$ cat config.mk
export PLATFORM = sky130hd
export DESIGN_NAME = pio_ports
export DESIGN_NICKNAME = d
export VERILOG_FILES = /design/src/pkg/pio_pkg.sv /design/src/design/pio_sync.sv /design/src/design/pio_ports.sv
export VERILOG_INCLUDE_DIRS = /design/src /design/src/pkg
export SDC_FILE = /design/constraint.sdc
export NUM_CORES = 1
export LEC_CHECK = 0
export BUFFER_PORTS_ARGS = -buffer_cell sky130_fd_sc_hd__buf_2
export CAP_MARGIN = 0
export CORE_MARGIN = 10
export CORE_UTILIZATION = 45
export CTS_CLUSTER_SIZE = 12
export DETAILED_ROUTE_END_ITERATION = 16
export GPL_ROUTABILITY_DRIVEN = 0
export PLACE_DENSITY_LB_ADDON = 0.15
export SLEW_MARGIN = 0
export SYNTH_ARGS = -nofsm -noshare
export SYNTH_HDL_FRONTEND = slang
export SYNTH_SLANG_ARGS = --single-unit
export TNS_END_PERCENT = 100
$ cat constraint.sdc
create_clock -name clk -period 1.3 [get_ports clk]
set_clock_uncertainty 0.15 [all_clocks]
set_input_delay 0.065 -clock clk [delete_from_list [all_inputs] [get_ports clk]]
set_output_delay 0.065 -clock clk [all_outputs]
set_load 0.01 [all_outputs]
$ cat src/pkg/pio_defines.svh
// Purpose: register offsets and field constants for the parallel port block
// Assumes: APB byte addresses, one register per aligned 32-bit word
// Notes:   included by the package and the design files
`ifndef PIO_DEFINES_SVH
`define PIO_DEFINES_SVH

// ----------------------------------------
// Register indices and byte addresses
// ----------------------------------------
`define PIO_IDX_DATA_A     8'h00
`define PIO_IDX_DATA_B     8'h01
`define PIO_IDX_DATA_C     8'h02
`define PIO_IDX_DIR_A      8'h04
`define PIO_IDX_DIR_B      8'h05
`define PIO_IDX_DIR_C      8'h06
`define PIO_IDX_PULL_A     8'h0D
`define PIO_IDX_PULL_C     8'h0E
`define PIO_IDX_ALT_CTRL   8'h10
`define PIO_ADDR_W         12
`define PIO_BYTE_ADDR(i)   {2'h0, (i), 2'h0}

// ----------------------------------------
// Widths, masks and reset values
// ----------------------------------------
`define PIO_AB_W           8
`define PIO_C_W            7
`define PIO_CH_W           5
`define PIO_DIR_RST        8'h00
`define PIO_PULL_RST       8'h00
`define PIO_ALT_RST        16'h0000
`define PIO_CAN_EN_BIT     15
`define PIO_CHSEL_LSB      8
`define PIO_CH_NONE        5'h1F
`define PIO_CAN_TX_BIT     0
`define PIO_CAN_RX_BIT     1

`endif

$ cat src/pkg/pio_pkg.sv
// Purpose: shared types of the parallel port block
// Assumes: constants come from pio_defines.svh
// Notes:   the state struct holds the reset registers; data latches sit outside it
`include "pio_defines.svh"

package pio_pkg;

   // ----------------------------------------
   // Register state
   // ----------------------------------------
   typedef struct packed {
      logic [7:0]  dataA;
      logic [7:0]  dataB;
      logic [6:0]  dataC;
      logic [7:0]  dirA;
      logic [7:0]  dirB;
      logic [6:0]  dirC;
      logic [7:0]  pullA;
      logic [6:0]  pullC;
      logic [7:0]  keyEn;
      logic [4:0]  chSel;
      logic        can_pin_enable;
   } pio_state_t;

   typedef enum logic [0:0] {
      PIO_IDLE   = 1'b0,
      PIO_ACCESS = 1'b1
   } pio_phase_t;

endpackage

$ cat src/design/pio_sync.sv
// Purpose: two-stage synchroniser for a vector of pin levels
// Assumes: one clock, asynchronous active-low reset
// Notes:   the first stage feeds only the second
`timescale 1ns/1ps
`include "pio_defines.svh"

module pio_sync
   import pio_pkg::*;
#(
   parameter int W = 8
) (
   input  wire logic         clk,
   input  wire logic         rstn,
   input  wire logic [W-1:0] async,
   output logic      [W-1:0] synced
);

   // ----------------------------------------
   // Two flops per bit
   // ----------------------------------------
   logic [W-1:0] meta_r;

   genvar g;
   generate
      for (g = 0; g < W; g = g + 1) begin : gBit
         always_ff @(posedge clk or negedge rstn) begin
            if (!rstn) begin
               meta_r[g] <= 1'b0;
               synced[g] <= 1'b0;
            end else begin
               meta_r[g] <= async[g];
               synced[g] <= meta_r[g];
            end
         end
      end
   endgenerate

endmodule

$ cat src/design/pio_ports.sv
// Purpose: general purpose I/O for ports A, B and C behind an APB slave
// Assumes: 250 MHz clk, pins sampled through two flops before use
// Notes:   data latches have no reset; direction and pullups clear on reset
//
// Notes on behaviour
// - Ports A and B each have eight software read/write data latches.
// - Reset leaves the data latches untouched.
// - A direction bit of 1 enables the pin output buffer, 0 disables it.
// - Reset clears every direction bit so all pins start as inputs.
// - A data read returns the latch for bits whose direction is output.
// - A data read returns the synchronised pin level for input bits.
// - Data writes always reach the latch, whatever the direction.
// - A-port and C-port pullups are on only when enabled and input.
// - A pullup-enable bit of 1 connects the pullup, 0 disconnects it.
// - Each key interrupt enable turns its A pin into a key input.
// - A converter-selected B pin is analog input, port logic ignored; here only its output enable is forced off, data reads are unchanged.
// - Port C is a seven-bit port with data, direction and pullups.
// - CAN enable hands C pin 1 to receive and C pin 0 to transmit.
// - Bit 7 of the C direction register is absent and reads zero.
//
// Our own choice: the APB slave port.
`timescale 1ns/1ps
`include "pio_defines.svh"

module pio_ports
   import pio_pkg::*;
(
   input  wire logic        clk,
   input  wire logic        rstn,
   input  wire logic        psel,
   input  wire logic        penable,
   input  wire logic        pwrite,
   input  wire logic [11:0] paddr,
   input  wire logic [31:0] pwdata,
   input  wire logic [3:0]  pstrb,
   output logic      [31:0] prdata,
   output logic             pready,
   output logic             pslverr,
   input  wire logic [7:0]  portAIn,
   output logic      [7:0]  portAOut,
   output logic      [7:0]  portAOe,
   output logic      [7:0]  portAPullup,
   input  wire logic [7:0]  portBIn,
   output logic      [7:0]  portBOut,
   output logic      [7:0]  portBOe,
   output logic      [7:0]  analogChannelInputs,
   input  wire logic [6:0]  portCIn,
   output logic      [6:0]  portCOut,
   output logic      [6:0]  portCOe,
   output logic      [6:0]  portCPullup,
   output logic      [7:0]  keyIrqInputs,
   output logic      [7:0]  keyIrqPinEnables,
   output logic             canReceivePin,
   input  wire logic        canTransmitPin,
   output logic             canPinEnable
);

   // ----------------------------------------
   // Pin synchronisers
   // ----------------------------------------
   logic [7:0] syncA;
   logic [7:0] syncB;
   logic [6:0] syncC;

   pio_sync #(.W(8)) uSyncA (
      .clk    (clk),
      .rstn   (rstn),
      .async  (portAIn),
      .synced (syncA)
   );
   pio_sync #(.W(8)) uSyncB (
      .clk    (clk),
      .rstn   (rstn),
      .async  (portBIn),
      .synced (syncB)
   );
   pio_sync #(.W(7)) uSyncC (
      .clk    (clk),
      .rstn   (rstn),
      .async  (portCIn),
      .synced (syncC)
   );

   // ----------------------------------------
   // State
   // ----------------------------------------
   // Latches live outside the reset struct so reset cannot touch them
   pio_state_t st_r;
   pio_state_t st_nxt;
   logic [7:0] latA_r;
   logic [7:0] latB_r;
   logic [6:0] latC_r;
   logic [7:0] latA_nxt;
   logic [7:0] latB_nxt;
   logic [6:0] latC_nxt;
   logic [31:0] rdData;
   logic        wrEn;
   logic        rdHit;
   logic [7:0]  byteIdx;
   logic [7:0]  anaMask;
   logic [7:0]  wb;
   logic        canOn;

   assign byteIdx = paddr[9:2];
   assign wrEn    = psel && penable && pwrite && pstrb[0];
   assign wb      = pwdata[7:0];
   assign canOn   = st_r.can_pin_enable;

   // Analog select of one B pin forces off its output enable; reads still see latch or pin
   always_comb begin
      anaMask = 8'h00;
      if (st_r.chSel < 5'h08) begin
         anaMask[st_r.chSel[2:0]] = 1'b1;
      end
   end

   // ----------------------------------------
   // Next state and write decode
   // ----------------------------------------
   always_comb begin
      st_nxt   = st_r;
      latA_nxt = latA_r;
      latB_nxt = latB_r;
      latC_nxt = latC_r;
      if (wrEn && paddr[1:0] == 2'h0 && paddr[11:10] == 2'h0) begin
         case (byteIdx)
            `PIO_IDX_DATA_A: latA_nxt = wb;
            `PIO_IDX_DATA_B: latB_nxt = wb;
            `PIO_IDX_DATA_C: latC_nxt = wb[6:0];
            `PIO_IDX_DIR_A:  st_nxt.dirA = wb;
            `PIO_IDX_DIR_B:  st_nxt.dirB = wb;
            `PIO_IDX_DIR_C:  st_nxt.dirC = wb[6:0];
            `PIO_IDX_PULL_A: st_nxt.pullA = wb;
            `PIO_IDX_PULL_C: st_nxt.pullC = wb[6:0];
            `PIO_IDX_ALT_CTRL: begin
               st_nxt.keyEn = wb;
               if (pstrb[1]) begin
                  st_nxt.chSel = pwdata[`PIO_CHSEL_LSB +: `PIO_CH_W];
                  st_nxt.can_pin_enable = pwdata[`PIO_CAN_EN_BIT];
               end
            end
            default: ;
         endcase
      end
   end

   always_ff @(posedge clk or negedge rstn) begin
      if (!rstn) begin
         st_r       <= '0;
         st_r.chSel <= `PIO_CH_NONE;
      end else begin
         st_r <= st_nxt;
      end
   end

   // No reset on purpose: contents survive reset
   always_ff @(posedge clk) begin
      latA_r <= latA_nxt;
      latB_r <= latB_nxt;
      latC_r <= latC_nxt;
   end

   // ----------------------------------------
   // Pin drive
   // ----------------------------------------
   always_comb begin
      portAOut    = latA_r;
      portAOe     = st_r.dirA;
      portAPullup = st_r.pullA & ~st_r.dirA;
      portBOut    = latB_r;
      portBOe     = st_r.dirB & ~anaMask;
      portCOut    = latC_r;
      portCOe     = st_r.dirC;
      portCPullup = st_r.pullC & ~st_r.dirC;
      if (canOn) begin
         portCOut[`PIO_CAN_TX_BIT]    = canTransmitPin;
         portCOe[`PIO_CAN_TX_BIT]     = 1'b1;
         portCOe[`PIO_CAN_RX_BIT]     = 1'b0;
         portCPullup[`PIO_CAN_TX_BIT] = 1'b0;
         portCPullup[`PIO_CAN_RX_BIT] = 1'b0;
      end
   end

   assign keyIrqPinEnables    = st_r.keyEn;
   assign keyIrqInputs        = syncA & st_r.keyEn;
   assign analogChannelInputs = anaMask;
   assign canReceivePin       = canOn ? syncC[`PIO_CAN_RX_BIT] : 1'b1;
   assign canPinEnable        = canOn;

   // ----------------------------------------
   // APB read path
   // ----------------------------------------
   always_comb begin
      rdData = 32'h0000_0000;
      rdHit  = (paddr[1:0] == 2'h0) && (paddr[11:10] == 2'h0);
      case (byteIdx)
         `PIO_IDX_DATA_A:
            rdData[7:0] = (st_r.dirA & latA_r)
                        | (~st_r.dirA & syncA);
         `PIO_IDX_DATA_B:
            rdData[7:0] = (st_r.dirB & latB_r)
                        | (~st_r.dirB & syncB);
         `PIO_IDX_DATA_C:
            rdData[6:0] = (st_r.dirC & latC_r)
                        | (~st_r.dirC & syncC);
         `PIO_IDX_DIR_A:  rdData[7:0] = st_r.dirA;
         `PIO_IDX_DIR_B:  rdData[7:0] = st_r.dirB;
         `PIO_IDX_DIR_C:  rdData[6:0] = st_r.dirC;
         `PIO_IDX_PULL_A: rdData[7:0] = st_r.pullA;
         `PIO_IDX_PULL_C: rdData[6:0] = st_r.pullC;
         `PIO_IDX_ALT_CTRL: begin
            rdData[7:0]             = st_r.keyEn;
            rdData[`PIO_CHSEL_LSB +: `PIO_CH_W] = st_r.chSel;
            rdData[`PIO_CAN_EN_BIT] = st_r.can_pin_enable;
         end
         default: rdHit = 1'b0;
      endcase
      if (!rdHit) begin
         rdData = 32'h0000_0000;
      end
   end

   // Zero wait states keep the bus simple; errors flag unmapped words
   assign pready  = 1'b1;
   assign pslverr = psel && penable && !rdHit;
   assign prdata  = (psel && penable && !pwrite) ? rdData : 32'h0000_0000;

   // ----------------------------------------
   // Checks
   // ----------------------------------------
   a_dir_reset_clear: assert property (@(posedge clk)
      $rose(rstn) |-> (portAOe == 8'h00 && portBOe == 8'h00
                       && portCOe == 7'h00))
      else $error("direction not clear after reset");

   a_pullup_out_off: assert property (@(posedge clk) disable iff (!rstn)
      (portAPullup & st_r.dirA) == 8'h00)
      else $error("port A pullup on while output");

   a_pullup_c_off: assert property (@(posedge clk) disable iff (!rstn)
      (portCPullup & st_r.dirC) == 7'h00)
      else $error("port C pullup on while output");

   a_write_latch: assert property (@(posedge clk) disable iff (!rstn)
      (wrEn && paddr == 12'h000) |=> portAOut == $past(pwdata[7:0]))
      else $error("port A write lost");

   a_dir_drive: assert property (@(posedge clk) disable iff (!rstn)
      (wrEn && paddr == 12'h010) |=> portAOe == $past(pwdata[7:0]))
      else $error("port A direction not applied");

   a_read_output: assert property (@(posedge clk) disable iff (!rstn)
      (psel && penable && !pwrite && paddr == 12'h004
       && st_r.dirB == 8'hFF) |-> prdata[7:0] == latB_r)
      else $error("port B output read wrong");

   a_read_input: assert property (@(posedge clk) disable iff (!rstn)
      (psel && penable && !pwrite && paddr == 12'h000
       && st_r.dirA == 8'h00) |-> prdata[7:0] == syncA)
      else $error("port A input read wrong");

   a_dirc_top_zero: assert property (@(posedge clk) disable iff (!rstn)
      (psel && penable && !pwrite && paddr == 12'h018)
      |-> prdata[7] == 1'b0)
      else $error("direction C bit 7 not zero");

   a_analog_off: assert property (@(posedge clk) disable iff (!rstn)
      (portBOe & anaMask) == 8'h00)
      else $error("analog pin driven");

   // A write must land at the very edge that ends its access phase
   a_single_cycle: assert property (@(posedge clk) disable iff (!rstn)
      (psel && penable && pwrite && pstrb[0] && paddr == 12'h014)
      |-> pready ##1 (st_r.dirB == $past(pwdata[7:0])))
      else $error("access took extra cycles");

endmodule

==> flow_metrics.py, run 1 <==
metrics = {
    "run_status": {
        "status": "complete, but fails checks",
        "violations": "negative hold slack, negative setup slack",
    },
    "timing": {
        "worst-slew-pin-transition_ps": 609.6,
        "report.final.hold_viol_count": 18,
        "min_period_over_period_pct": 155.7,
        "achievable-frequency_mhz": 493.9,
        "timing.final.crit_period_ps": 2025,
        "fin_worst_hold_slack_ps": -34.84,
        "final_critical_path_setup_slack_ps": -724.6,
        "setup_repair_after_global_routing_missed_its_margin": "true",
        "final-max-slew-violation-count": 0,
        "setup_viol": 142,
        "maxSlewHeadroom_pct": 59.28,
    },
    "drt": {
        "dr_total_vias": 4895,
        "antenna_violating_nets_post_route": 0,
        "post-route-drc-count": 0,
        "detailedRoute.firstIterationViolations": 300,
        "dr.pass1.iters": 7,
        "routed_vias_inst": 5.309,
        "drt-total-wl_um": 20230,
        "wl_per_cell_um": 21.94,
    },
    "setup_path": {
        "critPathKind": "flip-flop to primary output",
        "worst_ep_required_time_ps": 1090,
        "slowest_delay_ps": 380,
        "crit_buf_inv": 1,
        "worstPathArrival_ps": 1810,
        "worstSetupEndpointType": "primary output",
        "cp-start-kind": "flip-flop",
        "timing.critical_path.max_delay_family": "compound AO/OA/AOI/OAI gates",
        "timing.critical_path.cells": "mux2i_1 > o22ai_1 > a222oi_1 > a21oi_2 > buf_2",
        "worstPathMaxFanout": 2,
        "critical-path-slowest-cell": "dfrtp_1",
    },
    "global_routing": {
        "first_global_vias": 5347,
        "busiest_layer": "met2",
        "maximum_number_of_pins_on_one_net_before_global_route_repair": 26,
        "grtUsageMet3_pct": 6.366,
        "antenna_violations_before_repair": 0,
        "met1_resource_use_gr_pct": 26.34,
        "grt.overflow.total": 0,
        "grtUsageMet2_pct": 39.90,
        "grt_pass1_wl_um": 29650,
        "globalRouteTotalUtil_pct": 22.88,
    },
    "floorplan": {
        "floorplan.core_area_mm2": 0.01196,
        "initial_utilization_pct": 45.94,
        "fp.dieW_um": 130.5,
        "fp_rows": 40,
        "boundaryPins": 198,
        "die-height_um": 130.5,
        "fp.dieArea_mm2": 0.01703,
    },
    "final_layout": {
        "area_delta_synth_final_pct": 72.20,
        "antenna-diode-count": 0,
        "final_layout_size_suffix_gt1_share_pct": 62.06,
        "fin_nets": 839,
        "layout.core_utilization_pct": 79.11,
    },
    "pwr": {
        "switchingPower_mw": 2.012,
        "power_frac_comb_pct": 6.9,
        "sw_frac_of_total_pct": 22.33,
        "irDropWorstVdd_mv": 0.8478,
        "p_leak_nw": 4.411,
        "power_density_mw_per_mm2": 952.0,
        "sequentialPowerShare_pct": 44.1,
        "p_clk_share_pct": 49.0,
        "internal_power_mw": 6.997,
    },
    "placement": {
        "buffers_added_on_ports": 158,
        "dpl.hpwl_um": 13380,
    },
    "clock_tree": {
        "clk_pin_slew_worst_paths_ps": 50,
        "tritoncts": "built",
        "worst_skew_pair.late_latency_ps": 410,
        "clock_sink_count": 121,
        "numCtsBuffers": 17,
        "root_buffer_selected_by_cts": "clkbuf_16",
        "htree_levels": 4,
        "clock_path_buffers": 2,
    },
    "run": {
        "cap_viol_max_count": 0,
    },
    "yosys": {
        "synth_edf_count": 23,
        "yosys.cell_types.count": 47,
        "ys.flop_type": "dfrtp_1",
        "ff_latch_count_synth": 121,
        "async_flop_share_pct": 80.99,
        "synth_seq_area_share_pct": 57.31,
        "netlist_instances": 440,
        "yosysWarningCount": 0,
        "combined_area_of_all_synthesized_cells_mm2": 0.005495,
        "syn_area_per_cell_um2": 12.49,
    },
    "min_path": {
        "worst_hold_path_type": "primary input to asynchronous set/reset pin",
    },
}
## power groups by stage
stage | Combinational, mW | Clock, mW | Sequential [mW]
3_5_place_dp | 0.451 | 0 | 4.04
5_1_grt | 0.667 | 4.65 | 3.98
6_report | 0.621 | 4.42 | 3.97
4_1_cts | 0.591 | 4.46 | 3.97
3_3_place_gp | 0.441 | 0 | 4.03
2_1_floorplan | 0.175 | 0 | 4.03
## sequential cells by signal, summed over array words and instances (netlist names), 5 cells and up
signal            flops
uSyncA.synced         8
portAOe               8
uSyncA.meta_r         8
uSyncB.meta_r         8
portAOut              8
portBOut              8
latC_r                7
uSyncB.synced         8
portCOe               5
keyIrqPinEnables      8
uSyncC.synced         7
uSyncC.meta_r         7
st_r                 30
## layout by cell type (no fill, tap or decap), types with 14 or more instances in the layout
cell type and instances:
and2_4 14, buf_2 96, buf_4 72, buf_6 128, clkbuf_16 17, conb_1 19
dfrtp_1 90, dlygate4sd3_1 39, edfxtp_1 23, mux2_2 38, mux2_4 15, mux2i_1 23
nand2_1 19, nor2b_1 18
## kinds of logic after synthesis
group | Yosys count | share of synthesized area (%)
AND/OR/NAND/NOR | 126 | 13.00
buffers and inverters | 60 | 7.309
other | 2 | 0.1367
flip-flops | 121 | 57.31
AO/OA/AOI/OAI | 53 | 6.421
multiplexers | 78 | 15.82
## synth_stat cells, drive strengths merged (6+ instances only)
cell type / n / area, µm²
nand3: 11 / 55.05
nor2b: 27 / 168.9
and2: 18 / 112.6
mux2i: 25 / 250.2
buf: 48 / 356.6
o21ai: 12 / 60.06
a31oi: 6 / 37.54
o22ai: 6 / 37.54
a21oi: 9 / 45.04
edfxtp: 23 / 690.7
dfrtp: 93 / 2327
clkbuf: 10 / 37.54
nor2: 18 / 67.56
mux2: 53 / 619.4
nand2: 26 / 105.1
## final cells by class
| type | instances | area (µm²) |
|---|---|---|
| well taps | 147 | 183.9 |
| inverters | 2 | 7.507 |
| clock inverters | 11 | 96.34 |
| clock buffers | 21 | 470.5 |
| repair buffers | 344 | 3023 |
| flip-flops and latches | 121 | 3153 |
| multi-input cells | 276 | 2529 |
| fillers | 713 | 2499 |
## metrics by stage
step           setup WS, ps  area, µm²  instances  TNS (ps)  total power [mW]
6_report             -724.6       9463        922    -42790             9.008
5_1_grt              -782.2       9463        922    -48510             9.296
4_1_cts              -687.9       9143        913    -44130             9.023
3_5_place_dp         -708.2       7252        830    -55840             4.487
3_3_place_gp         -634.6       7252        830    -52510             4.473
2_1_floorplan        -556.2       5688        457    -35010             4.201
## layer usage
layer	wire [µm]	part of all wire [%]
met3	1441	7.1
met4	563	2.8
met2	10310	51
met1	7916	39
met5	0	0
## worst paths after layout
path,startpoint,to,slack [ps],cells past startpoint
min in group clk,portBIn[2],uSyncB.meta_r[2]$_DFF_PN0_,140,2
hold reg to reg,uSyncB.meta_r[7]$_DFF_PN0_,uSyncB.synced[7]$_DFF_PN0_,190,0
setup reg to reg,portAOe[3]$_DFFE_PN0P_,portAOe[3]$_DFFE_PN0P_,90,3
setup / recovery,st_r[29]$_DFFE_PN0P_,prdata[0],-720,5
hold / removal,rstn,uSyncA.synced[3]$_DFF_PN0_,-30,2
max in group asynchronous,rstn,st_r[1]$_DFFE_PN1P_,500,3
## what timing repair did
action                     CTS  global route
hold buffers                39             0
buffers inserted            26            27
setup endpoints to repair  155           161
hold endpoints to repair   196             0
resized for setup          186            69
cloned                       0             0
pin swaps                   40            20
Note: power is estimated with default switching activity, not from simulation.
==> run 2: changes to the inputs <==
==> constraint.sdc (replaced) <==
create_clock -name clk -period 1.7 [get_ports clk]
set_clock_uncertainty 0.15 [all_clocks]
set_input_delay 0.085 -clock clk [delete_from_list [all_inputs] [get_ports clk]]
set_output_delay 0.085 -clock clk [all_outputs]
set_load 0.01 [all_outputs]
==> flow_metrics.py, run 2 (synthesized netlist as in run 1, its figures left out) <==
metrics = {
    "timing": {
        "final-max-slew-violation-count": 0,
        "maxSlewHeadroom_pct": 63.63,
        "fin_worst_hold_slack_ps": 99.16,
        "setup_viol": 22,
        "final_critical_path_setup_slack_ps": -334.9,
        "achievable-frequency_mhz": 491.4,
        "report.final.hold_viol_count": 0,
        "setup_total_negative_slack_ps": -3439,
        "min_period_over_period_pct": 119.7,
        "worst-slew-pin-transition_ps": 545.6,
        "timing.final.crit_period_ps": 2035,
        "setup_repair_after_global_routing_missed_its_margin": "true",
    },
    "floorplan": {
        "fp.dieArea_mm2": 0.01703,
        "fp_rows": 40,
        "boundaryPins": 198,
        "initial_utilization_pct": 45.94,
        "die-height_um": 130.5,
        "floorplan.core_area_mm2": 0.01196,
        "fp.dieW_um": 130.5,
    },
    "final_layout": {
        "fill_cells": 863,
        "final_layout_size_suffix_gt1_share_pct": 55.54,
        "final_cell_count_no_fill": 870,
        "register_area_mm2": 0.003163,
        "layout.core_utilization_pct": 69.64,
        "multi_input_comb_area_mm2": 0.002297,
        "largest_register_ffs": 30,
        "final_common_cell": "buf_2",
        "area_delta_synth_final_pct": 51.59,
        "final_cell_mix": "buf_2 (146), dfrtp_1 (82), buf_4 (80), mux2_2 (46), dlygate4sd3_1 (39)",
        "fin_nets": 786,
        "largest-register": "st_r",
    },
    "setup_path": {
        "slowest_delay_ps": 460,
        "worst_ep_required_time_ps": 1460,
        "worstPathMaxFanout": 4,
        "cp-start-kind": "flip-flop",
        "timing.critical_path.cells": "mux2i_1 > nor4_1 > a221oi_2 > a21oi_1 > buf_2",
        "worstSetupEndpointType": "primary output",
        "worstPathArrival_ps": 1800,
        "critical-path-slowest-cell": "dfrtp_2",
        "critPathKind": "flip-flop to primary output",
    },
    "pwr": {
        "irDropWorstVdd_mv": 0.6157,
        "power_density_mw_per_mm2": 855.2,
        "p_leak_nw": 3.997,
    },
    "min_path": {
        "worst_hold_path_type": "primary input to asynchronous set/reset pin",
    },
    "run_status": {
        "status": "complete, but fails checks",
        "violations": "negative setup slack",
    },
    "drt": {
        "wl_per_cell_um": 21.11,
        "dr.pass1.iters": 4,
        "post-route-drc-count": 0,
        "detailedRoute.firstIterationViolations": 337,
        "drt-total-wl_um": 18360,
        "antenna_violating_nets_post_route": 0,
        "routed_vias_inst": 5.236,
        "dr_total_vias": 4555,
    },
    "clock_tree": {
        "clock_sink_count": 121,
        "clk_pin_slew_worst_paths_ps": 50,
        "root_buffer_selected_by_cts": "clkbuf_16",
        "htree_levels": 4,
        "clock_path_buffers": 2,
        "worst_skew_pair.late_latency_ps": 420,
        "numCtsBuffers": 17,
        "tritoncts": "built",
    },
    "placement": {
        "dpl.hpwl_um": 12760,
        "buffers_added_on_ports": 158,
        "post-place-cells": 768,
        "pre_cts_ws_ps": -354.9,
    },
    "global_routing": {
        "grtUsageMet3_pct": 7.172,
        "grtUsageMet2_pct": 33.99,
        "globalRouteTotalUtil_pct": 21.35,
        "antenna_violations_before_repair": 1,
        "maximum_number_of_pins_on_one_net_before_global_route_repair": 99,
        "first_global_vias": 4907,
        "grt.overflow.total": 0,
        "met1_resource_use_gr_pct": 25.89,
        "busiest_layer": "met2",
        "grt_pass1_wl_um": 27370,
    },
    "run": {
        "cap_viol_max_count": 0,
    },
}
run 2: cell count changes in the layout (fill, tap and decap cells not counted), moves of 13 or more:
cell | previous run | this run
and2_1 | 4 | 17
buf_6 | 128 | 20
buf_2 | 96 | 146
and2_4 | 14 | 0
run 2: layout make-up:
cell class | instances | share of cell area, %
sequential | 121 | 37.97
multi-input combinational | 276 | 27.58
timing repair buffer | 291 | 24.75
inverter | 2 | 0.09012
antenna | 1 | 0.03004
clock inverter | 14 | 2.103
clock buffer | 18 | 5.272
tap | 147 | 2.208
run 2: worst paths after layout:
check / slack [ps] / from / endpoint / cells after the start
worst min register to register: 190 / uSyncB.meta_r[7]$_DFF_PN0_ / uSyncB.synced[7]$_DFF_PN0_ / 0
worst max-delay path: -330 / st_r[42]$_DFFE_PN0P_ / prdata[6] / 5
worst max register to register: 520 / st_r[1]$_DFFE_PN1P_ / st_r[1]$_DFFE_PN1P_ / 2
min in group clk: 150 / portCIn[6] / uSyncC.meta_r[6]$_DFF_PN0_ / 2
worst min-delay path: 100 / rstn / uSyncA.meta_r[6]$_DFF_PN0_ / 3
max in group asynchronous: 860 / rstn / st_r[37]$_DFFE_PN0P_ / 3
run 2: report_power, final:
group          leakage (nW)  internal, mW  switching (mW)
Sequential             1.43          3.01          0.0185
Combinational          2.27         0.178           0.226
Clock                 0.292          2.34            1.34
Total                  4.00          5.54            1.59
run 2: timing repair:
item / 4_1_cts / 5_1_grt
endpoints found under the setup margin: 29 / 53
buffers inserted: 22 / 11
hold buffers: 39 / 0
pin swaps: 21 / 18
resized for setup: 70 / 34
hold endpoints to repair: 196 / 0
run 2: critical path: cells and delay by family (launching register included):
kind,cells,cell delay (ps)
buffers and inverters,1,170
flip-flops,1,460
AO/OA/AOI/OAI,2,290
multiplexers,1,140
AND/OR/NAND/NOR,1,310
run 2: per-stage QoR:
stage	total power [mW]	area, µm²
2_1_floorplan	3.207	5583
3_3_place_gp	3.390	6668
6_report	7.124	8330
3_5_place_dp	3.397	6668
4_1_cts	7.151	8085
5_1_grt	7.305	8330
run 2: routing by layer:
metal	up-vias	share of wire, %
li1	2055	-
met1	2255	42
met2	216	48
met3	29	8.4
met4	0	2.2
met5	-	0
